<file path="config.mk">
export PLATFORM = sky130hd
export DESIGN_NAME = channel_input_select_format
export DESIGN_NICKNAME = d
export VERILOG_FILES = /design/src/input_fe_pkg.sv /design/src/channel_input_select_format.sv /design/src/sample_convert.sv
export SDC_FILE = /design/constraint.sdc
export NUM_CORES = 2
export LEC_CHECK = 0
export ABC_AREA = 1
export BUFFER_PORTS_ARGS = -buffer_cell sky130_fd_sc_hd__buf_2
export CAP_MARGIN = 20
export CORE_UTILIZATION = 40
export DETAILED_ROUTE_END_ITERATION = 7
export SLEW_MARGIN = 30
export SYNTH_ARGS = -nofsm -noshare
export SYNTH_HDL_FRONTEND = slang
export SYNTH_SLANG_ARGS = --single-unit
export TNS_END_PERCENT = 100
</file>
<file path="constraint.sdc">
create_clock -name ref_clk_in -period 30.8 [get_ports ref_clk_in]
set_input_delay 1.54 -clock ref_clk_in [delete_from_list [all_inputs] [get_ports ref_clk_in]]
set_output_delay 1.54 -clock ref_clk_in [all_outputs]
set_load 0.03 [all_outputs]
</file>
<file path="src/input_fe_pkg.sv">
// Package for the per-channel input front end: addresses, field positions,
// reset values and floating point split constants.
// Assumes one processor write port and four channels.
package input_fe_pkg;

  // ==========================================================================
  // Geometry
  localparam int NUM_CH     = 4;
  localparam int BUS_W      = 17;
  localparam int FIX_W      = 16;
  localparam int OUT_W      = 24;

  // ==========================================================================
  // Addressing
  localparam int          CH_NIB_HI         = 15;
  localparam int          CH_NIB_LO         = 12;
  localparam logic [3:0]  CH_BCAST          = 4'hF;
  localparam logic [11:0] REG_INPUT_CFG     = 12'h000;
  localparam logic [15:0] GADDR_TEST_DATA   = 16'hF807;
  localparam logic [15:0] GADDR_TEST_STROBE = 16'hF808;

  // ==========================================================================
  // Input select/format register fields
  localparam logic [31:0] CFG_RESET     = 32'h0000_0000;
  localparam int          B_SIDEBAND    = 24;
  localparam int          B_Q_NEXT      = 23;
  localparam int          B_COMPLEX     = 22;
  localparam int          B_REALIGN     = 21;
  localparam int          B_SAT_HI      = 20;
  localparam int          B_SAT_LO      = 18;
  localparam int          B_FP_EXT      = 17;
  localparam int          B_FP_SEL2     = 16;
  localparam int          B_SRC_HI      = 15;
  localparam int          B_SRC_LO      = 13;
  localparam int          B_TEST_EN_SEL = 12;
  localparam int          B_TEST_EN_N   = 11;
  localparam int          B_OFFSET_BIN  = 10;
  localparam int          B_FLOAT       = 9;
  localparam int          B_FP_SEL_HI   = 8;
  localparam int          B_FP_SEL_LO   = 7;

  // Source codes; every other code selects the test register
  localparam logic [2:0]  SRC_BUS_A     = 3'h0;
  localparam logic [2:0]  SRC_BUS_B     = 3'h1;
  localparam logic [2:0]  SRC_BUS_C     = 3'h2;
  localparam logic [2:0]  SRC_BUS_D     = 3'h3;

  // ==========================================================================
  // Floating point split
  localparam logic [4:0]  MANT_MIN      = 5'h0B;
  localparam logic [4:0]  MANT_MAX_STD  = 5'h0D;
  localparam logic [4:0]  MANT_MAX_EXT  = 5'h10;
  localparam logic [4:0]  MANT_TWO_EXP  = 5'h0F;
  localparam logic [2:0]  EXP_NO_LIMIT  = 3'h7;

endpackage : input_fe_pkg

</file>
<file path="src/channel_input_select_format.sv">
// Four-channel input front end: per-channel source select, enable
// generation, real/complex capture, sideband and format conversion.
// Assumes all inputs are synchronous to ref_clk_in and that the processor
// presents one write per cycle on the write port.
//
// Function
// - Channel nibble 0 to 3 routes an indirect write to that channel.
// - Nibble F writes the same register in all four channels at once.
// - Bit 24 picks upper or lower sideband, only in complex mode.
// - Complex: I on enable; Q one clock later if bit 23, else two.
// - Bit 22 selects complex input when set, real input when clear.
// - Bit 21 realigns oscillator enables to data enables; clear keeps legacy delay.
// - Bits 20:18 cap the floating point exponent; 111 means no cap.
// - Bit 17 enables extended float modes; source drives seventeenth bit.
// - Bit 16 is the third float format select, decoded with bits 8:7.
// - Bits 15:13 codes 000 to 011 select buses A to D.
// - Test register loads via its global address and feeds selected channels.
// - Bit 12 set takes the test enable from bit 11.
// - Bit 12 clear: each strobe write makes one single-cycle test enable.
// - Bit 11 is an active-low test enable: 0 enabled, 1 disabled.
// - Bit 10: 0 two's complement, 1 offset binary input.
// - Bit 9: 0 fixed point, 1 floating point mantissa/exponent split.
// - Bits 8:7 are the two low float mantissa size select bits.
// - Gated mode advances oscillator and CIC only on enabled cycles.
`timescale 1ns/1ps
module channel_input_select_format
  import input_fe_pkg::*;
(
  // Clock and reset
  input  wire logic                          ref_clk_in,
  input  wire logic                          rst_in,
  // Processor write port
  input  wire logic                          wr_en_in,
  input  wire logic                          wr_global_in,
  input  wire logic [15:0]                   wr_addr_in,
  input  wire logic [31:0]                   wr_data_in,
  // Processor readback
  input  wire logic [1:0]                    rd_chan_in,
  output logic      [31:0]                   cfg_rd_out,
  // Parallel sample buses
  input  wire logic [BUS_W-1:0]              bus_a_in,
  input  wire logic [BUS_W-1:0]              bus_b_in,
  input  wire logic [BUS_W-1:0]              bus_c_in,
  input  wire logic [BUS_W-1:0]              bus_d_in,
  input  wire logic [3:0]                    sample_enable_n_in,
  // Per-channel samples toward the mixer/CIC stage
  output logic      [NUM_CH-1:0][OUT_W-1:0]  sample_i_out,
  output logic      [NUM_CH-1:0][OUT_W-1:0]  sample_q_out,
  output logic      [NUM_CH-1:0]             sample_valid_out,
  output logic      [NUM_CH-1:0]             osc_advance_out
);

  // ==========================================================================
  // Write decode
  function automatic logic chan_sel(input logic [3:0] nib, input int ch);
    chan_sel = (nib == CH_BCAST) || (nib == 4'(ch));
  endfunction : chan_sel

  function automatic logic glob_hit(input logic en, input logic glob,
                                    input logic [15:0] addr, input logic [15:0] target);
    glob_hit = en && glob && (addr == target);
  endfunction : glob_hit

  logic [3:0]       chan_nib;
  logic             cfg_hit;
  logic             strobe_hit;
  logic [31:0]      cfg_q [NUM_CH];
  logic [BUS_W-1:0] test_data_q;
  logic             test_strobe_q;
  logic [31:0]      cfg_rd_q;

  assign chan_nib   = wr_addr_in[CH_NIB_HI:CH_NIB_LO];
  assign cfg_hit    = wr_en_in && !wr_global_in && (wr_addr_in[CH_NIB_LO-1:0] == REG_INPUT_CFG);
  assign strobe_hit = glob_hit(wr_en_in, wr_global_in, wr_addr_in, GADDR_TEST_STROBE);

  // ==========================================================================
  // Channel configuration registers
  always_ff @(posedge ref_clk_in or posedge rst_in) begin
    if (rst_in) begin
      for (int c = 0; c < NUM_CH; c++) begin
        cfg_q[c] <= CFG_RESET;
      end
    end else if (cfg_hit) begin
      for (int c = 0; c < NUM_CH; c++) begin
        if (chan_sel(chan_nib, c)) begin
          cfg_q[c] <= wr_data_in;
        end
      end
    end
  end

  // ==========================================================================
  // Processor test input register and its strobe
  always_ff @(posedge ref_clk_in or posedge rst_in) begin
    if (rst_in) begin
      test_data_q <= '0;
    end else if (glob_hit(wr_en_in, wr_global_in, wr_addr_in, GADDR_TEST_DATA)) begin
      test_data_q <= wr_data_in[BUS_W-1:0];
    end
  end

  // High for one clock per clock that software holds a write on the address
  always_ff @(posedge ref_clk_in or posedge rst_in) begin
    if (rst_in) begin
      test_strobe_q <= 1'b0;
    end else begin
      test_strobe_q <= strobe_hit;
    end
  end

  always_ff @(posedge ref_clk_in or posedge rst_in) begin
    if (rst_in) begin
      cfg_rd_q <= CFG_RESET;
    end else begin
      cfg_rd_q <= cfg_q[rd_chan_in];
    end
  end

  assign cfg_rd_out = cfg_rd_q;

  // ==========================================================================
  // Source and enable select
  logic [BUS_W-1:0] raw_c  [NUM_CH];
  logic [OUT_W-1:0] conv_c [NUM_CH];
  logic [NUM_CH-1:0] en_c;

  always_comb begin
    for (int c = 0; c < NUM_CH; c++) begin
      unique case (cfg_q[c][B_SRC_HI:B_SRC_LO])
        SRC_BUS_A: begin
          raw_c[c] = bus_a_in;
          en_c[c]  = !sample_enable_n_in[0];
        end
        SRC_BUS_B: begin
          raw_c[c] = bus_b_in;
          en_c[c]  = !sample_enable_n_in[1];
        end
        SRC_BUS_C: begin
          raw_c[c] = bus_c_in;
          en_c[c]  = !sample_enable_n_in[2];
        end
        SRC_BUS_D: begin
          raw_c[c] = bus_d_in;
          en_c[c]  = !sample_enable_n_in[3];
        end
        default: begin
          raw_c[c] = test_data_q;
          // Static enable lets an idle channel sit still to save power
          if (cfg_q[c][B_TEST_EN_SEL]) begin
            en_c[c] = !cfg_q[c][B_TEST_EN_N];
          end else begin
            en_c[c] = test_strobe_q;
          end
        end
      endcase
    end
  end

  for (genvar gi = 0; gi < NUM_CH; gi++) begin : g_conv
    sample_convert #(
      .IN_W      (BUS_W),
      .OW        (OUT_W)
    ) u_conv (
      .raw_in    (raw_c[gi]),
      .cfg_in    (cfg_q[gi]),
      .value_out (conv_c[gi])
    );
  end

  // ==========================================================================
  // Real/complex capture
  logic [NUM_CH-1:0] en_d1_q;
  logic [NUM_CH-1:0] en_d2_q;
  logic [NUM_CH-1:0] q_take;
  logic [NUM_CH-1:0] valid_q;
  logic [OUT_W-1:0]  i_hold_q [NUM_CH];
  logic [OUT_W-1:0]  i_q      [NUM_CH];
  logic [OUT_W-1:0]  q_q      [NUM_CH];

  always_ff @(posedge ref_clk_in or posedge rst_in) begin
    if (rst_in) begin
      en_d1_q <= '0;
      en_d2_q <= '0;
    end else begin
      en_d1_q <= en_c;
      en_d2_q <= en_d1_q;
    end
  end

  always_comb begin
    for (int c = 0; c < NUM_CH; c++) begin
      q_take[c] = cfg_q[c][B_COMPLEX] &&
                  (cfg_q[c][B_Q_NEXT] ? en_d1_q[c] : en_d2_q[c]);
    end
  end

  always_ff @(posedge ref_clk_in or posedge rst_in) begin
    if (rst_in) begin
      valid_q <= '0;
      for (int c = 0; c < NUM_CH; c++) begin
        i_hold_q[c] <= '0;
        i_q[c]      <= '0;
        q_q[c]      <= '0;
      end
    end else begin
      for (int c = 0; c < NUM_CH; c++) begin
        valid_q[c] <= 1'b0;
        if (!cfg_q[c][B_COMPLEX]) begin
          if (en_c[c]) begin
            i_q[c]     <= conv_c[c];
            q_q[c]     <= '0;
            valid_q[c] <= 1'b1;
          end
        end else begin
          if (en_c[c]) begin
            i_hold_q[c] <= conv_c[c];
          end
          if (q_take[c]) begin
            i_q[c]     <= i_hold_q[c];
            // Lower sideband flips the spectrum by negating Q
            q_q[c]     <= cfg_q[c][B_SIDEBAND] ? -conv_c[c] : conv_c[c];
            valid_q[c] <= 1'b1;
          end
        end
      end
    end
  end

  // ==========================================================================
  // Carrier oscillator / CIC advance (gated mode)
  logic [NUM_CH-1:0] adv_q;
  logic [NUM_CH-1:0] adv_late_q;

  always_ff @(posedge ref_clk_in or posedge rst_in) begin
    if (rst_in) begin
      adv_q      <= '0;
      adv_late_q <= '0;
    end else begin
      adv_q      <= en_c;
      adv_late_q <= adv_q;
    end
  end

  always_comb begin
    for (int c = 0; c < NUM_CH; c++) begin
      sample_i_out[c]    = i_q[c];
      sample_q_out[c]    = q_q[c];
      sample_valid_out[c] = valid_q[c];
      // Legacy setting trails the data by one clock
      osc_advance_out[c] = cfg_q[c][B_REALIGN] ? adv_q[c] : adv_late_q[c];
    end
  end

  // ==========================================================================
  // Assertions (channel 0 stands for all four, except in the write checks, which also use channels 1 and 3)
  logic [31:0]      cfg0;
  logic [31:0]      cfg3;
  logic [OUT_W-1:0] conv0;
  logic             cplx0;

  assign cfg0  = cfg_q[0];
  assign cfg3  = cfg_q[3];
  assign conv0 = conv_c[0];
  assign cplx0 = cfg0[B_COMPLEX];
endmodule : channel_input_select_format

</file>
<file path="src/sample_convert.sv">
// Combinational sample converter: fixed or floating point, two's complement
// or offset binary, with exponent saturation.
// Assumes the raw word has already been picked by the source select.
`timescale 1ns/1ps
module sample_convert
  import input_fe_pkg::*;
#(
  parameter int IN_W  = BUS_W,
  parameter int OW    = OUT_W
) (
  // Raw sample and its channel setup
  input  wire logic [IN_W-1:0] raw_in,
  input  wire logic [31:0]     cfg_in,
  // Converted sample
  output logic      [OW-1:0]   value_out
);

  // ==========================================================================
  // Mantissa/exponent split
  function automatic logic [4:0] mant_width(input logic [31:0] cfg);
    logic [2:0] code;
    logic [4:0] w;
    code = {cfg[B_FP_SEL2], cfg[B_FP_SEL_HI:B_FP_SEL_LO]};
    w    = MANT_MIN + 5'(code);
    if (cfg[B_FP_EXT]) begin
      mant_width = (w > MANT_MAX_EXT) ? MANT_MAX_EXT : w;
    end else begin
      mant_width = (w > MANT_MAX_STD) ? MANT_MAX_STD : w;
    end
  endfunction : mant_width

  function automatic logic [4:0] exp_width(input logic [4:0] m);
    if (m == MANT_MAX_EXT) begin
      exp_width = 5'h01;
    end else if (m == MANT_TWO_EXP) begin
      exp_width = 5'h02;
    end else begin
      exp_width = 5'h03;
    end
  endfunction : exp_width

  logic [4:0]      m_w;
  logic [4:0]      e_w;
  logic [IN_W-1:0] fld;
  logic [IN_W-1:0] mant;
  logic [2:0]      ex;
  logic [FIX_W-1:0] fx;

  always_comb begin
    m_w = mant_width(cfg_in);
    e_w = exp_width(m_w);
    fld = raw_in >> e_w;
    fx  = raw_in[FIX_W-1:0];
    if (cfg_in[B_OFFSET_BIN]) begin
      fld = fld ^ (IN_W'(1) << (m_w - 5'h01));
      fx[FIX_W-1] = ~fx[FIX_W-1];
    end
    mant = IN_W'($signed(IN_W'(fld << (5'(IN_W) - m_w))) >>> (5'(IN_W) - m_w));
    ex   = raw_in[2:0] & 3'((4'h1 << e_w) - 4'h1);
    // Caps bad exponents so a large CIC shift cannot overflow downstream
    if (ex > cfg_in[B_SAT_HI:B_SAT_LO]) begin
      ex = cfg_in[B_SAT_HI:B_SAT_LO];
    end
    if (cfg_in[B_FLOAT]) begin
      value_out = {{(OW-IN_W){mant[IN_W-1]}}, mant} << ex;
    end else begin
      value_out = {{(OW-FIX_W){fx[FIX_W-1]}}, fx};
    end
  end

endmodule : sample_convert
</file>
==> metrics.txt <==
# TYPE chip_impl_metric gauge
chip_impl_metric{name="fin_setup_tns",unit="ns"} 0
chip_impl_info{name="crit_path_end_kind",value="flop"} 1
chip_impl_metric{name="maxSlewViolCount",unit=""} 0
chip_impl_info{name="crit_path_frequent_cell",value="sky130_fd_sc_hd__nand2_1"} 1
chip_impl_metric{name="final.fill_count",unit=""} 10200
chip_impl_metric{name="htreeDepth",unit=""} 2
chip_impl_metric{name="worst-r2r-cell-count",unit=""} 32
chip_impl_metric{name="dp_hpwl",unit="mm"} 121
chip_impl_metric{name="placed_area",unit="sq um"} 40600
chip_impl_metric{name="drive_above_1_share",unit="%"} 10.3
chip_impl_metric{name="post-route-drc-count",unit=""} 0
chip_impl_metric{name="synthToLayoutAreaGrowth",unit="%"} 11.3
chip_impl_info{name="crit-reg2reg-launch",value="cfg3[7]"} 1
chip_impl_metric{name="max_freq",unit="MHz"} 133
chip_impl_metric{name="core_region_area",unit="sq um"} 93900
chip_impl_metric{name="setup-violations-final",unit=""} 0
chip_impl_metric{name="grt_antenna_before_repair",unit=""} 17
chip_impl_metric{name="dieWidth",unit="um"} 311
chip_impl_metric{name="place.port_buffers",unit=""} 357
chip_impl_metric{name="vias_per_cell",unit=""} 5.67
chip_impl_info{name="rsz0062_at_grt",value="no"} 1
chip_impl_metric{name="global_route_wire_length_before_repair",unit="mm"} 246
chip_impl_metric{name="fin_skew",unit="ns"} 0.0381
chip_impl_info{name="hold_start",value="adv_q[0]"} 1
chip_impl_metric{name="multiInputGateArea",unit="sq um"} 22600
chip_impl_metric{name="routed_wirelength",unit="mm"} 162
chip_impl_metric{name="all_layer_global_routing_usage",unit="%"} 32.6
chip_impl_metric{name="final_design_area_no_fill",unit="sq um"} 42400
chip_impl_metric{name="internal_power",unit="uW"} 1090
chip_impl_metric{name="worstSkewPairLatency",unit="ns"} 0.68
chip_impl_info{name="r2r_end",value="sample_q_out[82]"} 1
chip_impl_info{name="min_delay_worst_endpoint",value="adv_late_q[0]"} 1
chip_impl_metric{name="cp.required",unit="ns"} 31.35
chip_impl_info{name="crit_slowest_cell",value="sky130_fd_sc_hd__nand2_1"} 1
chip_impl_metric{name="synthDistinctLibCells",unit=""} 56
chip_impl_metric{name="netSwitchingPower",unit="uW"} 501
chip_impl_metric{name="postSynth.asyncResetShare",unit="%"} 100
chip_impl_metric{name="count_of_routing_violations_after_the_opening_detailed_route_iteration",unit=""} 5270
chip_impl_metric{name="syn-num-nets",unit=""} 6407
chip_impl_metric{name="grt-ovfl-total",unit=""} 0
chip_impl_metric{name="cp_data_arrival_time",unit="ns"} 8.06
chip_impl_metric{name="tritoncts_buffers",unit=""} 56
chip_impl_metric{name="layout_min_cycle_time",unit="ns"} 7.52
chip_impl_metric{name="syn_avg_cell_area",unit="sq um"} 6.10
chip_impl_metric{name="total_leakage_power",unit="uW"} 0.0217
chip_impl_metric{name="die-area",unit="sq um"} 96500
chip_impl_metric{name="worst-path-max-fanout",unit=""} 21
chip_impl_info{name="outcome",value="finished, final reports clean"} 1
chip_impl_metric{name="wl_per_cell",unit="um"} 21.0
chip_impl_metric{name="slowest_stage_delay_on_critical_path",unit="ns"} 0.68
chip_impl_metric{name="grt_max_degree",unit=""} 98
chip_impl_metric{name="pwr-share-seq",unit="%"} 41.1
chip_impl_metric{name="sw_frac_of_total",unit="%"} 31.6
chip_impl_metric{name="syn-instance-count",unit=""} 6245
chip_impl_metric{name="synth.cell_area",unit="sq um"} 38100
chip_impl_metric{name="first_global_vias",unit=""} 40100
chip_impl_info{name="timing.setup.critical_path_class",value="flop to flop"} 1
chip_impl_metric{name="layout_worst_path_cycle_share",unit="%"} 24.4
chip_impl_metric{name="drv.max_cap_violation_count",unit=""} 0
chip_impl_metric{name="initial_core_util",unit="%"} 40.6
chip_impl_metric{name="whs",unit="ns"} 0.404
chip_impl_metric{name="timing_hold_violations_final",unit=""} 0
chip_impl_metric{name="gp_congestion",unit=""} 1.00
chip_impl_info{name="crit_start_category",value="flop"} 1
chip_impl_info{name="min-delay-path-class",value="flop to flop"} 1
chip_impl_metric{name="hold_buffers",unit=""} 0
chip_impl_metric{name="max_slew.worst_pin.slew",unit="ns"} 0.991
chip_impl_metric{name="r2r_slack",unit="ns"} 23.28
chip_impl_metric{name="clkSlewWorstSetupHoldPaths",unit="ns"} 0.07
chip_impl_info{name="ys_dominant_reg_cell",value="sky130_fd_sc_hd__dfrtp_1"} 1
chip_impl_metric{name="dieHeight",unit="um"} 311
chip_impl_metric{name="synth-warning-count",unit=""} 0
chip_impl_metric{name="clock_power_share",unit="%"} 41.9
chip_impl_metric{name="drt_pre_antenna_iters",unit=""} 7
chip_impl_info{name="ctsRootBufferMaster",value="sky130_fd_sc_hd__clkbuf_16"} 1
chip_impl_metric{name="synth_edf_count",unit=""} 0
chip_impl_metric{name="floorplan.io_pins",unit=""} 358
chip_impl_info{name="layout.cells.most_common",value="sky130_fd_sc_hd__nand2_1"} 1
chip_impl_info{name="layout_common_cells",value="sky130_fd_sc_hd__nand2_1 (1989), sky130_fd_sc_hd__nand3_1 (1173), sky130_fd_sc_hd__o21ai_0 (569)"} 1
chip_impl_metric{name="detailroute.via_count",unit=""} 43700
chip_impl_metric{name="ys_seq_elements",unit=""} 478
chip_impl_metric{name="count_of_nets_after_finishing",unit=""} 6560
chip_impl_metric{name="share_of_total_power_in_combinational_logic",unit="%"} 17.0
chip_impl_metric{name="holdPathStages",unit=""} 0
chip_impl_metric{name="cts_repair_resize_count",unit=""} 0
chip_impl_metric{name="power-per-cell-area",unit="nW/um^2"} 37.4
chip_impl_metric{name="cts.repair_timing.setup_buffer_count",unit=""} 0
chip_impl_metric{name="sequential_cell_area",unit="sq um"} 12000
chip_impl_info{name="tritoncts",value="built"} 1
chip_impl_metric{name="vdd_drop_max",unit="uV"} 38.3
chip_impl_metric{name="clock_path_buffers",unit=""} 3
chip_impl_metric{name="worst_slew_margin_rel",unit="%"} 33.7
chip_impl_metric{name="tritoncts_num_sinks",unit=""} 478
chip_impl_metric{name="synth_sequential_area_ratio",unit="%"} 31.4
chip_impl_metric{name="drtAntennaViolNets",unit=""} 0
chip_impl_metric{name="num_rows",unit=""} 112
==> kinds of logic (layout without fill, tap and decap cells) <==
logic type	after synthesis	count (layout)	synth area share [%]
AND/OR/NAND/NOR	3756	3756	42.9
buffers and inverters	911	1105	9.43
XOR/XNOR	8	8	0.204
flip-flops	478	478	31.4
other	0	7	0
AO/OA/AOI/OAI	1052	1052	14.8
adder cells (fa/ha/maj)	36	36	1.18
multiplexers	4	4	0.112
==> through the flow <==
stage / total power, uW / util (%) / setup WS [ns] / cells
4_1_cts: 1600 / 45.2 / 23.29 / 7693
2_1_floorplan: 832 / - / 15.92 / 6245
3_5_place_dp: 928 / 43.2 / 23.31 / 7594
6_report: 1590 / 45.2 / 23.28 / 7700
3_3_place_gp: 928 / 43.2 / 23.62 / 7593
5_1_grt: 1650 / 45.2 / 22.44 / 7697
==> power groups by stage <==
stage	Clock, uW	Combinational (uW)	Sequential (uW)
global route	702	295	653
CTS	679	266	652
global placement	0	265	663
floorplan	0	141	691
finish	666	269	652
detailed placement	0	265	663
==> cells in the mapped netlist (all sizes together), types with 5 or more instances <==
master | count | share of area, %
nand2 | 2025 | 20
nor3 | 38 | 0.54
nor4 | 6 | 0.099
o221ai | 8 | 0.18
ha | 36 | 1.2
nand3b | 15 | 0.30
o21ai | 628 | 8.3
or2 | 7 | 0.11
xor2 | 5 | 0.11
buf | 129 | 1.7
a221oi | 7 | 0.16
a31oi | 11 | 0.18
o22ai | 85 | 1.4
nand3 | 1203 | 16
clkinv | 22 | 0.22
dfrtp | 478 | 31
nand4 | 69 | 1.2
nor2 | 388 | 4.1
o2111ai | 11 | 0.25
clkbuf | 191 | 1.9
inv | 569 | 5.6
a21oi | 263 | 3.5
o211ai | 11 | 0.22
o21a | 9 | 0.18
o31ai | 8 | 0.16
==> state kept, by name, indices dropped and copies added, names as in the netlist <==
register          cells
i_hold_q             96
sample_i_out         96
sample_q_out         96
cfg_q                64
cfg0                 32
cfg3                 32
cfg_rd_out           32
test_data_q          17
adv_late_q            4
adv_q                 4
sample_valid_out      4
test_strobe_q         1
==> worst max-delay path: cells and delay by family (launching register included) <==
family,cells,cell delay (ns)
AND/OR/NAND/NOR,18,3.49
adder cells (fa/ha/maj),4,1.00
AO/OA/AOI/OAI,5,1.25
flip-flops,1,0.46
buffers and inverters,5,1.16
==> worst max-delay path by stage <==
stage / start / to / slack [ns] / cells past startpoint
after detailed placement: cfg3[7] / sample_q_out[82] / 23.31 / 32
after global placement: cfg3[7] / sample_q_out[82] / 23.62 / 32
after floorplan: rst_in / adv_late_q[0] / 15.92 / 1
after global routing: cfg3[7] / sample_q_out[82] / 22.44 / 32
after CTS: cfg3[7] / sample_q_out[82] / 23.29 / 32
final: cfg3[7] / sample_q_out[82] / 23.28 / 32
==> final cells by class <==
cell class                      instances  area share, %
Multi-Input combinational cell       4856           53.3
Sequential cell                       478           28.2
Inverter                              591           5.25
Tap cell                             1254           3.70
Clock buffer                           76           3.62
Timing Repair Buffer                  415           5.30
Antenna cell                            7         0.0413
Clock inverter                         23          0.587
==> metal layers <==
| layer | global-route usage (%) | wire length, um | up-vias |
|---|---|---|---|
| li1 | - | - | 21000 |
| met1 | 45.7 | 71100 | 20500 |
| met2 | 50.1 | 71100 | 1861 |
| met3 | 6.20 | 14100 | 274 |
| met4 | 10.7 | 5490 | 14 |
| met5 | 0 | 91 | - |
No activity file was read; power rests on OpenSTA's default activity.
